**src/rtl/pfu_pkg.sv**
```systemverilog
// Purpose: Shared constants and types of the power factor under-limit stage
// Assumes: Power factor arrives in hundredths, 100 meaning unity
// Notes:   Byte offsets are word aligned on a 32-bit classic Wishbone slave
package pfu_pkg;
    // Processing time base and record depths
    localparam int TICK_MS      = 5;
    localparam int PRE_SHORT_MS = 20;
    localparam int PRE_LONG_MS  = 200;
    localparam int PRE_SHORT_N  = PRE_SHORT_MS / TICK_MS;
    localparam int PRE_LONG_N   = PRE_LONG_MS / TICK_MS;
    localparam int REC_DEPTH    = 12;
    localparam int HIST_AW      = $clog2(PRE_LONG_N);
    localparam int REC_AW       = $clog2(REC_DEPTH);
    localparam int REC_W        = 48;

    // Power factor scaling and fixed release ratio
    localparam logic [7:0] PF_UNITY  = 8'h64;
    localparam logic [7:0] PCT_SCALE = 8'h64;
    localparam logic [7:0] REL_PCT   = 8'h67;
    localparam logic [6:0] SET_MIN   = 7'h05;
    localparam logic [6:0] SET_MAX   = 7'h63;

    // Reset values
    localparam logic [6:0]  TRIP_SET_RST = 7'h50;
    localparam logic [6:0]  ALM_SET_RST  = 7'h5A;
    localparam logic [15:0] TRIP_DLY_RST = 16'h0064;
    localparam logic [15:0] ALM_DLY_RST  = 16'h00C8;

    // Register byte offsets
    localparam logic [7:0] OFS_CTRL     = 8'h00;
    localparam logic [7:0] OFS_TRIP_SET = 8'h04;
    localparam logic [7:0] OFS_ALM_SET  = 8'h08;
    localparam logic [7:0] OFS_TRIP_DLY = 8'h0C;
    localparam logic [7:0] OFS_ALM_DLY  = 8'h10;
    localparam logic [7:0] OFS_STATUS   = 8'h14;
    localparam logic [7:0] OFS_RATIO    = 8'h18;
    localparam logic [7:0] OFS_REMAIN   = 8'h1C;
    localparam logic [7:0] OFS_CNT      = 8'h20;
    localparam logic [7:0] OFS_CNT_BLK  = 8'h24;
    localparam logic [7:0] OFS_REC_SEL  = 8'h28;
    localparam logic [7:0] OFS_REC_DATA = 8'h2C;
    localparam logic [7:0] OFS_REC_TIME = 8'h30;
    localparam logic [7:0] OFS_TIME     = 8'h34;

    // Control and status field positions
    localparam int CTRL_MODE_LSB  = 0;
    localparam int CTRL_MODE_EN   = 3;
    localparam int CTRL_SRC       = 4;
    localparam int CTRL_ALM_EN    = 5;
    localparam int CTRL_FORCE_EN  = 6;
    localparam int CTRL_FORCE_LSB = 8;
    localparam int CTRL_CNT_CLR   = 12;
    localparam int STAT_COND_LSB  = 0;
    localparam int STAT_PF_LSB    = 8;
    localparam int STAT_FLAG_LSB  = 16;

    // Flag positions, also event and counter order
    localparam int FL_ALM_START = 0;
    localparam int FL_ALARM     = 1;
    localparam int FL_START     = 2;
    localparam int FL_TRIP      = 3;
    localparam int FL_BLOCK     = 4;
    localparam int NFLAG        = 5;

    typedef enum logic [2:0] {MODE_ON, MODE_BLOCKED, MODE_TEST, MODE_TEST_BLOCKED, MODE_OFF} pfu_mode_t;
    typedef enum logic [2:0] {COND_NORMAL, COND_START, COND_TRIP, COND_BLOCKED, COND_ALM_START, COND_ALARM} pfu_cond_t;
    typedef enum logic [1:0] {PATH_IDLE, PATH_RUN, PATH_DONE, PATH_BLOCK} pfu_path_t;

    typedef struct packed {
        logic        cyc;
        logic        stb;
        logic        we;
        logic [7:0]  adr;
        logic [3:0]  sel;
        logic [31:0] dat;
    } pfu_wb_req_t;

    typedef struct packed {
        logic        ack;
        logic [31:0] dat;
    } pfu_wb_rsp_t;

    typedef struct packed {
        logic       vld;
        logic [7:0] pf;
    } pfu_meas_t;
endpackage

```
**src/rtl/pfu_stage.sv**
```systemverilog
// Purpose: Power factor under-limit stage with trip and alarm paths
// Assumes: Selected source pulses vld once per 5 ms cycle; block_i is same-clock logic
// Notes:   Operation
// Operation
// - Monitored value is active over apparent power; resistive load reads 1.00.
// - Sole input is three-phase power factor, refreshed every 5 ms.
// - Node mode On, Blocked, Test, Test/Blocked, Off; default On; needs global allow.
// - With forcing enabled, status may be forced to any condition; default Normal.
// - Input taken from source one or two, default source one.
// - Mode, forcing and source are static, untouched by setting group changes.
// - Trip threshold in 0.01 steps, default 0.8; pick-up below it.
// - Separate alarm threshold, default 0.9, active only with alarms enabled.
// - Mode trips only or trips and alarms, default both; alarms off otherwise.
// - Release only above 103 % of threshold; ratio fixed.
// - Expose measured over trip and alarm thresholds in 0.01 steps.
// - Thresholds and mode may change while the stage keeps running.
// - Alarm countdown exposes expected and remaining time, 5 ms steps.
// - Trip countdown exposes expected and signed remaining time, 5 ms steps; here unsigned, held at zero after trip.
// - Condition reports Normal, Start, Trip, Blocked, Alarm Start or Alarm.
// - Block at pick-up gives Blocked only; active start resets on block.
// - Trip and alarm delays are definite time only.
// - Resettable counters and ON and OFF events for all five conditions.
// - Twelve records, one per cycle with ON events: value 20 ms before, at event, 200 ms before.
//
// Chosen here: the Wishbone register port and the address map.
`timescale 1ns/1ps
module pfu_stage
    import pfu_pkg::*;
(
    input  wire logic                 clk_i,
    input  wire logic                 rst_i,
    input  wire pfu_wb_req_t          wb_i,
    output pfu_wb_rsp_t               wb_o,
    input  wire pfu_meas_t            meas_one_i,
    input  wire pfu_meas_t            meas_two_i,
    input  wire logic                 block_i,
    output logic      [NFLAG-1:0]     status_o,
    output pfu_cond_t                 cond_o,
    output logic      [NFLAG-1:0]     event_on_o,
    output logic      [NFLAG-1:0]     event_off_o,
    output logic                      io_trip_o,
    output logic                      io_alarm_o
);
    typedef struct packed {
        logic                         ack;
        logic [31:0]                  rdat;
        pfu_mode_t                    mode;
        logic                         mode_en;
        logic                         src;
        logic                         alm_en;
        logic                         force_en;
        pfu_cond_t                    force_cond;
        logic [6:0]                   trip_set;
        logic [6:0]                   alm_set;
        logic [15:0]                  trip_dly;
        logic [15:0]                  alm_dly;
        logic [7:0]                   pf;
        pfu_path_t                    trip_st;
        pfu_path_t                    alm_st;
        logic [15:0]                  trip_rem;
        logic [15:0]                  alm_rem;
        logic [NFLAG-1:0]             flags;
        pfu_cond_t                    cond;
        logic [NFLAG-1:0]             ev_on;
        logic [NFLAG-1:0]             ev_off;
        logic                         io_trip;
        logic                         io_alarm;
        logic [NFLAG-1:0][7:0]        cnt;
        logic [REC_AW-1:0]            rec_ptr;
        logic [REC_AW-1:0]            rec_sel;
        logic [HIST_AW-1:0]           hist_ptr;
        logic                         hist_full;
        logic [PRE_SHORT_N-1:0][7:0]  pre;
        logic [31:0]                  ticks;
    } pfu_state_t;

    pfu_state_t       s_r;
    pfu_state_t       s_nxt;
    pfu_meas_t        meas;
    logic             tick;
    logic [7:0]       pf_in;
    logic             run_off;
    logic             blk_eff;
    logic [7:0]       hist_rd;
    logic [REC_W-1:0] rec_rd;
    logic             rec_we;
    logic [REC_W-1:0] rec_wd;

    function automatic logic held(input logic [7:0] pf, input logic [6:0] set, input logic active);
        logic [15:0] lhs;
        logic [15:0] rhs;
        lhs = 16'(pf) * 16'(PCT_SCALE);
        rhs = 16'(set) * 16'(REL_PCT);
        // Released only once the value climbs past 103 % of the threshold
        held = active ? (lhs <= rhs) : (pf < {1'b0, set});
    endfunction

    function automatic pfu_path_t step(input pfu_path_t st, input logic pick, input logic blk, input logic zero);
        case (st)
            PATH_IDLE:  step = !pick ? PATH_IDLE : (blk ? PATH_BLOCK : PATH_RUN);
            PATH_RUN:   step = (!pick || blk) ? PATH_IDLE : (zero ? PATH_DONE : PATH_RUN);
            PATH_DONE:  step = pick ? PATH_DONE : PATH_IDLE;
            PATH_BLOCK: step = (pick && blk) ? PATH_BLOCK : PATH_IDLE;
            default:    step = PATH_IDLE;
        endcase
    endfunction

    // Definite time only: a fixed count of cycles loaded at start
    function automatic logic [15:0] remain(input pfu_path_t st, input pfu_path_t nx, input logic [15:0] rem,
                                           input logic [15:0] dly);
        if (nx == PATH_RUN && st == PATH_RUN) begin
            remain = rem - 16'h0001;
        end else if (nx == PATH_DONE) begin
            remain = 16'h0000;
        end else if (nx == PATH_RUN) begin
            remain = dly;
        end else begin
            remain = dly;
        end
    endfunction

    function automatic logic [15:0] ratio(input logic [7:0] pf, input logic [6:0] set);
        ratio = (16'(pf) * 16'(PCT_SCALE)) / 16'(set);
    endfunction

    function automatic logic [6:0] clamp_set(input logic [6:0] v);
        clamp_set = (v < SET_MIN) ? SET_MIN : ((v > SET_MAX) ? SET_MAX : v);
    endfunction

    function automatic logic [31:0] merge(input logic [31:0] old, input logic [31:0] wd, input logic [3:0] sel);
        for (int i = 0; i < 4; i++) begin
            merge[i*8 +: 8] = sel[i] ? wd[i*8 +: 8] : old[i*8 +: 8];
        end
    endfunction

    function automatic pfu_cond_t cond_of(input logic [NFLAG-1:0] f);
        if (f[FL_TRIP]) begin
            cond_of = COND_TRIP;
        end else if (f[FL_START]) begin
            cond_of = COND_START;
        end else if (f[FL_ALARM]) begin
            cond_of = COND_ALARM;
        end else if (f[FL_ALM_START]) begin
            cond_of = COND_ALM_START;
        end else if (f[FL_BLOCK]) begin
            cond_of = COND_BLOCKED;
        end else begin
            cond_of = COND_NORMAL;
        end
    endfunction

    function automatic logic [NFLAG-1:0] flags_of(input pfu_cond_t c);
        flags_of = '0;
        case (c)
            COND_START:     flags_of[FL_START] = 1'b1;
            COND_TRIP:      flags_of = NFLAG'((1 << FL_TRIP) | (1 << FL_START));
            COND_BLOCKED:   flags_of[FL_BLOCK] = 1'b1;
            COND_ALM_START: flags_of[FL_ALM_START] = 1'b1;
            COND_ALARM:     flags_of = NFLAG'((1 << FL_ALARM) | (1 << FL_ALM_START));
            default:        flags_of = '0;
        endcase
    endfunction

    assign meas    = s_r.src ? meas_two_i : meas_one_i;
    assign tick    = meas.vld;
    assign pf_in   = (meas.pf > PF_UNITY) ? PF_UNITY : meas.pf;
    assign run_off = s_r.mode_en && s_r.mode == MODE_OFF;
    assign blk_eff = block_i || (s_r.mode_en && (s_r.mode == MODE_BLOCKED || s_r.mode == MODE_TEST_BLOCKED));

    always_comb begin
        logic [31:0]      ctrl_w;
        logic [31:0]      w;
        logic [31:0]      rd;
        logic             req;
        logic             cnt_clr;
        logic             test;
        logic [NFLAG-1:0] fl;
        logic [7:0]       code;
        ctrl_w  = '0;
        w       = '0;
        rd      = '0;
        cnt_clr = 1'b0;
        code    = '0;
        fl      = '0;
        s_nxt   = s_r;
        req     = wb_i.cyc && wb_i.stb && !s_r.ack;
        test    = s_r.mode_en && (s_r.mode == MODE_TEST || s_r.mode == MODE_TEST_BLOCKED);
        ctrl_w[CTRL_MODE_LSB +: 3]  = s_r.mode;
        ctrl_w[CTRL_MODE_EN]        = s_r.mode_en;
        ctrl_w[CTRL_SRC]            = s_r.src;
        ctrl_w[CTRL_ALM_EN]         = s_r.alm_en;
        ctrl_w[CTRL_FORCE_EN]       = s_r.force_en;
        ctrl_w[CTRL_FORCE_LSB +: 3] = s_r.force_cond;
        // Bus writes land at once; forcing and counter clear act in the write cycle, test gating on the next clock, other settings from the next evaluation
        if (req && wb_i.we) begin
            case ({wb_i.adr[7:2], 2'b00})
                OFS_CTRL: begin
                    w                = merge(ctrl_w, wb_i.dat, wb_i.sel);
                    s_nxt.mode       = pfu_mode_t'(w[CTRL_MODE_LSB +: 3]);
                    s_nxt.mode_en    = w[CTRL_MODE_EN];
                    s_nxt.src        = w[CTRL_SRC];
                    s_nxt.alm_en     = w[CTRL_ALM_EN];
                    s_nxt.force_en   = w[CTRL_FORCE_EN];
                    s_nxt.force_cond = pfu_cond_t'(w[CTRL_FORCE_LSB +: 3]);
                    cnt_clr          = w[CTRL_CNT_CLR];
                end
                OFS_TRIP_SET: s_nxt.trip_set = clamp_set(7'(merge({25'h0, s_r.trip_set}, wb_i.dat, wb_i.sel)));
                OFS_ALM_SET:  s_nxt.alm_set = clamp_set(7'(merge({25'h0, s_r.alm_set}, wb_i.dat, wb_i.sel)));
                OFS_TRIP_DLY: s_nxt.trip_dly = 16'(merge({16'h0, s_r.trip_dly}, wb_i.dat, wb_i.sel));
                OFS_ALM_DLY:  s_nxt.alm_dly = 16'(merge({16'h0, s_r.alm_dly}, wb_i.dat, wb_i.sel));
                OFS_REC_SEL:  s_nxt.rec_sel = (wb_i.dat[REC_AW-1:0] < REC_AW'(REC_DEPTH)) ? wb_i.dat[REC_AW-1:0] : '0;
                default: ;
            endcase
        end
        case ({wb_i.adr[7:2], 2'b00})
            OFS_CTRL:     rd = ctrl_w;
            OFS_TRIP_SET: rd = {25'h0, s_r.trip_set};
            OFS_ALM_SET:  rd = {25'h0, s_r.alm_set};
            OFS_TRIP_DLY: rd = {16'h0, s_r.trip_dly};
            OFS_ALM_DLY:  rd = {16'h0, s_r.alm_dly};
            OFS_STATUS:   rd = {11'h0, s_r.flags, s_r.pf, 5'h0, cond_of(s_r.flags)};
            OFS_RATIO:    rd = {ratio(s_r.pf, s_r.alm_set), ratio(s_r.pf, s_r.trip_set)};
            OFS_REMAIN:   rd = {s_r.alm_rem, s_r.trip_rem};
            OFS_CNT:      rd = {s_r.cnt[FL_TRIP], s_r.cnt[FL_START], s_r.cnt[FL_ALARM], s_r.cnt[FL_ALM_START]};
            OFS_CNT_BLK:  rd = {24'h0, s_r.cnt[FL_BLOCK]};
            OFS_REC_SEL:  rd = {28'h0, s_r.rec_sel};
            OFS_REC_DATA: rd = rec_rd[31:0];
            OFS_REC_TIME: rd = {16'h0, rec_rd[REC_W-1:32]};
            OFS_TIME:     rd = s_r.ticks;
            default:      rd = '0;
        endcase
        s_nxt.ack  = req;
        s_nxt.rdat = (req && !wb_i.we) ? rd : s_r.rdat;
        if (tick) begin
            s_nxt.pf      = pf_in;
            s_nxt.ticks   = s_r.ticks + 32'h0000_0001;
            s_nxt.trip_st = run_off ? PATH_IDLE : step(s_r.trip_st,
                            held(pf_in, s_r.trip_set, s_r.trip_st != PATH_IDLE), blk_eff, s_r.trip_rem == '0);
            s_nxt.alm_st  = (run_off || !s_r.alm_en) ? PATH_IDLE : step(s_r.alm_st,
                            held(pf_in, s_r.alm_set, s_r.alm_st != PATH_IDLE), blk_eff, s_r.alm_rem == '0);
            s_nxt.trip_rem = remain(s_r.trip_st, s_nxt.trip_st, s_r.trip_rem, s_r.trip_dly);
            s_nxt.alm_rem  = remain(s_r.alm_st, s_nxt.alm_st, s_r.alm_rem, s_r.alm_dly);
            s_nxt.pre      = {s_r.pre[PRE_SHORT_N-2:0], pf_in};
            s_nxt.hist_ptr = (s_r.hist_ptr == HIST_AW'(PRE_LONG_N - 1)) ? '0 : s_r.hist_ptr + 1'b1;
            s_nxt.hist_full = s_r.hist_full || s_r.hist_ptr == HIST_AW'(PRE_LONG_N - 1);
        end
        fl[FL_START]     = s_nxt.trip_st == PATH_RUN || s_nxt.trip_st == PATH_DONE;
        fl[FL_TRIP]      = s_nxt.trip_st == PATH_DONE;
        fl[FL_ALM_START] = s_nxt.alm_st == PATH_RUN || s_nxt.alm_st == PATH_DONE;
        fl[FL_ALARM]     = s_nxt.alm_st == PATH_DONE;
        fl[FL_BLOCK]     = s_nxt.trip_st == PATH_BLOCK || s_nxt.alm_st == PATH_BLOCK;
        s_nxt.flags    = s_nxt.force_en ? flags_of(s_nxt.force_cond) : fl;
        s_nxt.cond     = cond_of(s_nxt.flags);
        // Test modes show the condition but keep the hard outputs quiet
        s_nxt.io_trip  = s_nxt.flags[FL_TRIP] && !test;
        s_nxt.io_alarm = s_nxt.flags[FL_ALARM] && !test;
        s_nxt.ev_on    = s_nxt.flags & ~s_r.flags;
        s_nxt.ev_off   = s_r.flags & ~s_nxt.flags;
        // A counted event in the clearing cycle survives the clear
        for (int i = 0; i < NFLAG; i++) begin
            if (cnt_clr) begin
                s_nxt.cnt[i] = {7'h00, s_nxt.ev_on[i]};
            end else begin
                s_nxt.cnt[i] = s_r.cnt[i] + {7'h00, s_nxt.ev_on[i]};
            end
            if (s_nxt.ev_on[i]) begin
                code = 8'(i);
            end
        end
        rec_we = |s_nxt.ev_on;
        rec_wd = {s_r.ticks[15:0], code, s_r.pre[PRE_SHORT_N-1], pf_in, s_r.hist_full ? hist_rd : 8'h00};
        if (rec_we) begin
            s_nxt.rec_ptr = (s_r.rec_ptr == REC_AW'(REC_DEPTH - 1)) ? '0 : s_r.rec_ptr + 1'b1;
        end
        if (rst_i) begin
            s_nxt          = '0;
            s_nxt.trip_set = TRIP_SET_RST;
            s_nxt.alm_set  = ALM_SET_RST;
            s_nxt.trip_dly = TRIP_DLY_RST;
            s_nxt.alm_dly  = ALM_DLY_RST;
            s_nxt.trip_rem = TRIP_DLY_RST;
            s_nxt.alm_rem  = ALM_DLY_RST;
            s_nxt.alm_en   = 1'b1;
            rec_we         = 1'b0;
        end
    end

    always_ff @(posedge clk_i) begin
        s_r <= s_nxt;
    end

    // Slot at the write pointer holds the value forty cycles old
    pfu_mem #(.WIDTH(8), .DEPTH(PRE_LONG_N), .AW(HIST_AW)) u_hist (
        .clk_i (clk_i),
        .we_i  (tick && !rst_i),
        .wa_i  (s_r.hist_ptr),
        .wd_i  (pf_in),
        .ra_i  (s_r.hist_ptr),
        .rd_o  (hist_rd)
    );

    pfu_mem #(.WIDTH(REC_W), .DEPTH(REC_DEPTH), .AW(REC_AW)) u_rec (
        .clk_i (clk_i),
        .we_i  (rec_we),
        .wa_i  (s_r.rec_ptr),
        .wd_i  (rec_wd),
        .ra_i  (s_r.rec_sel),
        .rd_o  (rec_rd)
    );

    assign wb_o        = {s_r.ack, s_r.rdat};
    assign status_o    = s_r.flags;
    assign cond_o      = s_r.cond;
    assign event_on_o  = s_r.ev_on;
    assign event_off_o = s_r.ev_off;
    assign io_trip_o   = s_r.io_trip;
    assign io_alarm_o  = s_r.io_alarm;

    AST_PF_CLAMP: assert property (@(posedge clk_i) disable iff (rst_i) s_r.pf <= PF_UNITY)
        else $error("stored power factor above unity");
    AST_PICKUP: assert property (@(posedge clk_i) disable iff (rst_i)
        (tick && !run_off && !blk_eff && s_r.trip_st == PATH_IDLE && pf_in < {1'b0, s_r.trip_set})
        |=> s_r.trip_st == PATH_RUN && s_r.trip_rem == $past(s_r.trip_dly))
        else $error("pick-up below threshold did not start countdown");
    AST_BLOCK_AT_PICKUP: assert property (@(posedge clk_i) disable iff (rst_i)
        (tick && !run_off && blk_eff && s_r.trip_st == PATH_IDLE && pf_in < {1'b0, s_r.trip_set})
        |=> s_r.trip_st == PATH_BLOCK && s_r.flags[FL_START] == 1'b0)
        else $error("blocked pick-up did not report blocked");
    AST_START_DROPS: assert property (@(posedge clk_i) disable iff (rst_i)
        (tick && blk_eff && s_r.trip_st == PATH_RUN) |=> s_r.trip_st == PATH_IDLE)
        else $error("start survived a block");
    AST_RELEASE: assert property (@(posedge clk_i) disable iff (rst_i)
        (tick && s_r.trip_st == PATH_RUN && !held(pf_in, s_r.trip_set, 1'b1)) |=> s_r.trip_st == PATH_IDLE)
        else $error("no release above 103 percent");
    AST_COUNTDOWN: assert property (@(posedge clk_i) disable iff (rst_i)
        (tick && !run_off && !blk_eff && s_r.trip_st == PATH_RUN && s_r.trip_rem != '0
         && held(pf_in, s_r.trip_set, 1'b1))
        |=> s_r.trip_st == PATH_RUN && s_r.trip_rem == $past(s_r.trip_rem) - 16'h0001)
        else $error("remaining time did not drop one step");
    AST_TRIP_ON_ZERO: assert property (@(posedge clk_i) disable iff (rst_i)
        (tick && !run_off && !blk_eff && s_r.trip_st == PATH_RUN && s_r.trip_rem == '0
         && held(pf_in, s_r.trip_set, 1'b1)) |=> s_r.trip_st == PATH_DONE)
        else $error("countdown at zero did not trip");
    AST_TRIP_FLAG: assert property (@(posedge clk_i) disable iff (rst_i)
        (s_r.trip_st == PATH_DONE && !s_r.force_en) |-> cond_o == COND_TRIP && s_r.flags[FL_START])
        else $error("trip state not reported");
    AST_NO_TICK: assert property (@(posedge clk_i) disable iff (rst_i)
        !tick |=> $stable(s_r.trip_st) && $stable(s_r.trip_rem) && $stable(s_r.alm_st))
        else $error("evaluation outside a processing cycle");
    AST_TRIPS_ONLY: assert property (@(posedge clk_i) disable iff (rst_i)
        (tick && !s_r.alm_en) |=> s_r.alm_st == PATH_IDLE && !s_r.flags[FL_ALM_START] ##1 !io_alarm_o)
        else $error("alarm active in trips-only mode");
endmodule

```
**src/rtl/pfu_mem.sv**
```systemverilog
// Purpose: Small single-clock memory with registered read data
// Assumes: One write and one read port on the same clock
// Notes:   Contents are not reset; callers track which words are valid
`timescale 1ns/1ps
module pfu_mem
    import pfu_pkg::*;
#(
    parameter int WIDTH = 8,
    parameter int DEPTH = 16,
    parameter int AW    = 4
) (
    input  wire logic             clk_i,
    input  wire logic             we_i,
    input  wire logic [AW-1:0]    wa_i,
    input  wire logic [WIDTH-1:0] wd_i,
    input  wire logic [AW-1:0]    ra_i,
    output logic      [WIDTH-1:0] rd_o
);
    logic [WIDTH-1:0] mem_r [DEPTH];

    always_ff @(posedge clk_i) begin
        if (we_i) begin
            mem_r[wa_i] <= wd_i;
        end
        rd_o <= mem_r[ra_i];
    end
endmodule

```
**config.mk**
```make
export PLATFORM = sky130hd
export DESIGN_NAME = pfu_stage
export DESIGN_NICKNAME = d
export VERILOG_FILES = /design/src/rtl/pfu_pkg.sv /design/src/rtl/pfu_stage.sv /design/src/rtl/pfu_mem.sv
export SDC_FILE = /design/constraint.sdc
export NUM_CORES = 2
export LEC_CHECK = 0
export ABC_AREA = 1
export BUFFER_PORTS_ARGS = -buffer_cell sky130_fd_sc_hd__buf_2
export CORE_UTILIZATION = 30
export CTS_BUF_LIST = sky130_fd_sc_hd__clkbuf_4 sky130_fd_sc_hd__clkbuf_8
export CTS_CLUSTER_DIAMETER = 40
export DETAILED_ROUTE_END_ITERATION = 8
export GPL_ROUTABILITY_DRIVEN = 0
export PLACE_DENSITY = 0.52
export RECOVER_POWER = 25
export SLEW_MARGIN = 15
export SYNTH_ARGS = -nofsm -noshare
export SYNTH_HDL_FRONTEND = slang
export SYNTH_HIERARCHICAL = 1
export SYNTH_SLANG_ARGS = --single-unit
```
**constraint.sdc**
```tcl
create_clock -name clk_i -period 34.8 [get_ports clk_i]
set_clock_uncertainty 0.2 [all_clocks]
set_input_delay 10.44 -clock clk_i [delete_from_list [all_inputs] [get_ports clk_i]]
set_output_delay 10.44 -clock clk_i [all_outputs]
set_load 0.1 [all_outputs]
```
==> summary.md <==
The final-layout setup total negative slack is 0 ns. The die outline width came out at 490 um. For this run the aggregate overflow at the end of global routing stands at 0. The tools report the via count of the first global-routing pass as 54,700. The root buffer cell chosen for the clock tree is clkbuf_8. Detailed-route DRC error count: 0.

The library cell used most frequently in the layout, excluding fill and tap cells, is nand2_1. The cell that appears most often on the critical path is nand2_1. The tightest hold path in the finished design has a slack of 0.250 ns. Yosys attributes the largest share of cell area to edfxtp_1 38%, nand2_1 10%, dfxtp_1 9.0%. The count of buffers from port buffering came out at 100.

The first TritonRoute pass finished after 7 iterations. The share of synthesized registers carrying an async set or reset was 0; the transition time at the pin with the least slew margin was 4.45 ns. The detailed router's first-iteration violation count came out at 4,347.

The number of enable flip-flop cells after synthesis is 896. The number of nets in the final layout is 8,981, and the power per unit of standard cell area is 75.9 nW/um^2. The count of state elements after synthesis is 1,216, and the die area is 240,000 um^2. The clock passes through at most 3 buffers. Initial core utilization: 0.303. The proportion of layout cells with a drive suffix above 1 was 0.116; the number of placement rows was 178. In this design, the stage delay of the slowest critical-path cell is 0.57 ns. The path class of the tightest hold or removal check is flip-flop to flip-flop. In this run the static leakage power is 33.9 nW. The run gives 11 as the number of violations of the max-capacitance limit.

Area used by sequential logic in the layout: 33,300 um^2. Normalized max-slew margin: -1.97. The area of combinational cells with multiple inputs was 32,600 um^2. Cell type contributing the most total cell area after synthesis: edfxtp_1. Entering global routing, the biggest net connects 101 pins.

The first global-routing pass estimated 327,000 um of wire. The number of hold violations in the final report came out at 0. Timing would allow up to 31.3 MHz. The gate count of the mapped netlist was 8,322; the clock-pin slew on the worst setup and hold paths was 0.07 ns. Number of nets with antenna violations after detailed routing: 0. In this run the most critical hold path is launched from s_r[44].

After detailed routing, the number of vias per cell comes to 4.85. After detailed routing, the average wire length per cell comes to 18.3 um. The startpoint identified for the worst register-to-register timing path is s_r[33]. Leaving out fill and tap cells, the most frequent cells in the layout are 1,909 x nand2_1, 1,019 x inv_1, 896 x edfxtp_1. The share of Yosys cell area claimed by the top area cell type was 0.376; the depth of the worst hold-timing path was 2. For the worst-skew pair, the clock arrives at the later sink with an insertion delay of 0.98 ns. The flow ran to the end, but the final reports show violations.

The run gives 662 as the number of slew-limit violations in the final report. Relative to the synthesized area, the layout overhead comes to 11.4%. For the power consumption, the log shows 6.05 mW. The worst register-to-register path has a depth of 179. The prevailing post-synth register cell was edfxtp_1. TritonCTS built the clock tree. Total global-route track usage: 0.176. Detailed placement finished with a half-perimeter wire length of 146,000 um. CTS built an H-tree with a depth of 4. The synthesized area per cell is 8.59 um^2, and the shortest period the worst path allows is 31.92 ns. Pin placement for this block handled 121 I/O pins. For the final count of negative-setup-slack endpoints, the log shows 0. The part of the Yosys area used for sequential elements was 0.466. The count of hold buffers inserted by post-cts repair came out at 0. In this run the critical register-to-register path is captured at wb_o[0]. STA classifies the critical path startpoint as a flip-flop. For the worst setup path, the data arrival time is 32.53 ns. The count of different cell masters after synthesis was 84; the height of the die was 490 um. The logs give 236,000 um^2 for the placeable core area and 1.15 ns for the worst slack at placement. The part of the cycle the worst path needs came out at 0.917.

Post-route core utilization: 0.338. The tools report the number of antenna violations at the first check in global routing as 11. For flop-to-flop paths, the worst setup slack is 2.88 ns. Along the worst path, the maximum fanout reaches 19. The critical path is of the flip-flop to flip-flop type. STA puts the critical path data required time at 35.41 ns. The final worst-path setup slack is 2.88 ns.

The worst setup path is captured at a flip-flop. The tools report the final wirelength as 217,000 um. The largest individual stage delay along the critical path comes from the cell fa_1. The peak supply drop is 0.154 mV, and the routed via count is 57,400. After synthesis the cells add up to 71,500 um^2. The final reports fail on max-capacitance violations, max-slew violations.

The run gives 1,216 as the clock sink count. After filler insertion, the fill cell instance count of the layout stands at 24,500. For this run, the number of Yosys warnings is 6.

The tools report the end point of the most critical hold path as s_r[52]. The number of buffers created by CTS is 195.
[final cells by class]
type                       count  area share
clock inverter                70     0.00776
tap                         3150      0.0495
antenna                        8    0.000251
clock buffer                 297      0.0459
timing repair buffer         205      0.0159
inverter                    1096      0.0528
sequential                  1216       0.418
multi-input combinational   5791       0.410
[routing by layer]
metal,wire length (um),vias up,track usage,share of wire
li1,-,28200,-,-
met1,97100,27400,0.232,0.45
met2,101000,1479,0.290,0.46
met3,11900,345,0.0260,0.055
met4,7030,0,0.0624,0.032
met5,0,-,0,0
[power by group]
group          internal (mW)  switching, mW
registers               1.63         0.0379
logic                   1.04           2.02
clock network          0.724          0.596
[cells in the mapped netlist, drive strengths merged (86+ instances only)]
cell       n
inv     1072
edfxtp   896
dfxtp    320
nand3    866
nor2     691
a21oi    334
clkbuf   119
ha       382
o21ai    495
nand4     86
nand2   2084
buf      211
xor2     161
[stage by stage]
step | instances | area, um^2
final | 11800 | 79700
after global routing | 11800 | 79700
after CTS | 11800 | 79500
after detailed placement | 11400 | 75200
after global placement | 11400 | 75200
after floorplan | 8435 | 71900
[worst max-delay path by stage]
| stage | depth (start not counted) | start | endpoint | slack [ns] |
|---|---|---|---|---|
| global route | 180 | s_r[33] | wb_o[0] | -0.07 |
| global placement | 175 | s_r[34] | wb_o[0] | 1.94 |
| finish | 179 | s_r[33] | wb_o[0] | 2.88 |
| floorplan | 197 | s_r[34] | wb_o[16] | 7.15 |
| detailed placement | 175 | s_r[34] | wb_o[0] | 1.15 |
| CTS | 175 | s_r[34] | wb_o[0] | 1.04 |
[state kept, by name (all words and copies together), names as in the netlist, 5 cells and up]
name / count
u_rec/mem_r: 576
u_hist/mem_r: 320
s_r: 187
u_rec/rd_o: 48
wb_o: 33
rec_wd: 24
u_hist/rd_o: 8
event_off_o: 5
event_on_o: 5
status_o: 5
[what timing repair did]
item / 4_1_cts / 5_1_grt
endpoints found under the hold margin: 0 / 0
setup endpoints to repair: 0 / 4
resized for setup: 0 / 29
setup buffers: 0 / 15
[critical path, delay by kind of cell, from the launching register on]
kind | cells | cell delay, ns
AO/OA/AOI/OAI | 56 | 10.82
AND/OR/NAND/NOR | 79 | 10.21
adder cells (fa/ha/maj) | 19 | 6.67
buffers and inverters | 24 | 3.19
flip-flops | 1 | 0.31
XOR/XNOR | 1 | 0.17
[logic make-up (layout without fill, tap and decap cells)]
kind of cell               count (synthesis)  count (layout)  synth area share
other                                      2             123          0.000105
and+or+nand+nor                         3879            3879             0.250
xor gates and xnor gates                 235             235            0.0290
adders and majority gates                408             408            0.0741
AOI/OAI and AO/OA                       1147            1147            0.0937
muxes                                      7               7          0.000980
buffers and inverters                   1428            1668            0.0865
DFF                                     1216            1216             0.466
Power figures use the tool's default switching activity.
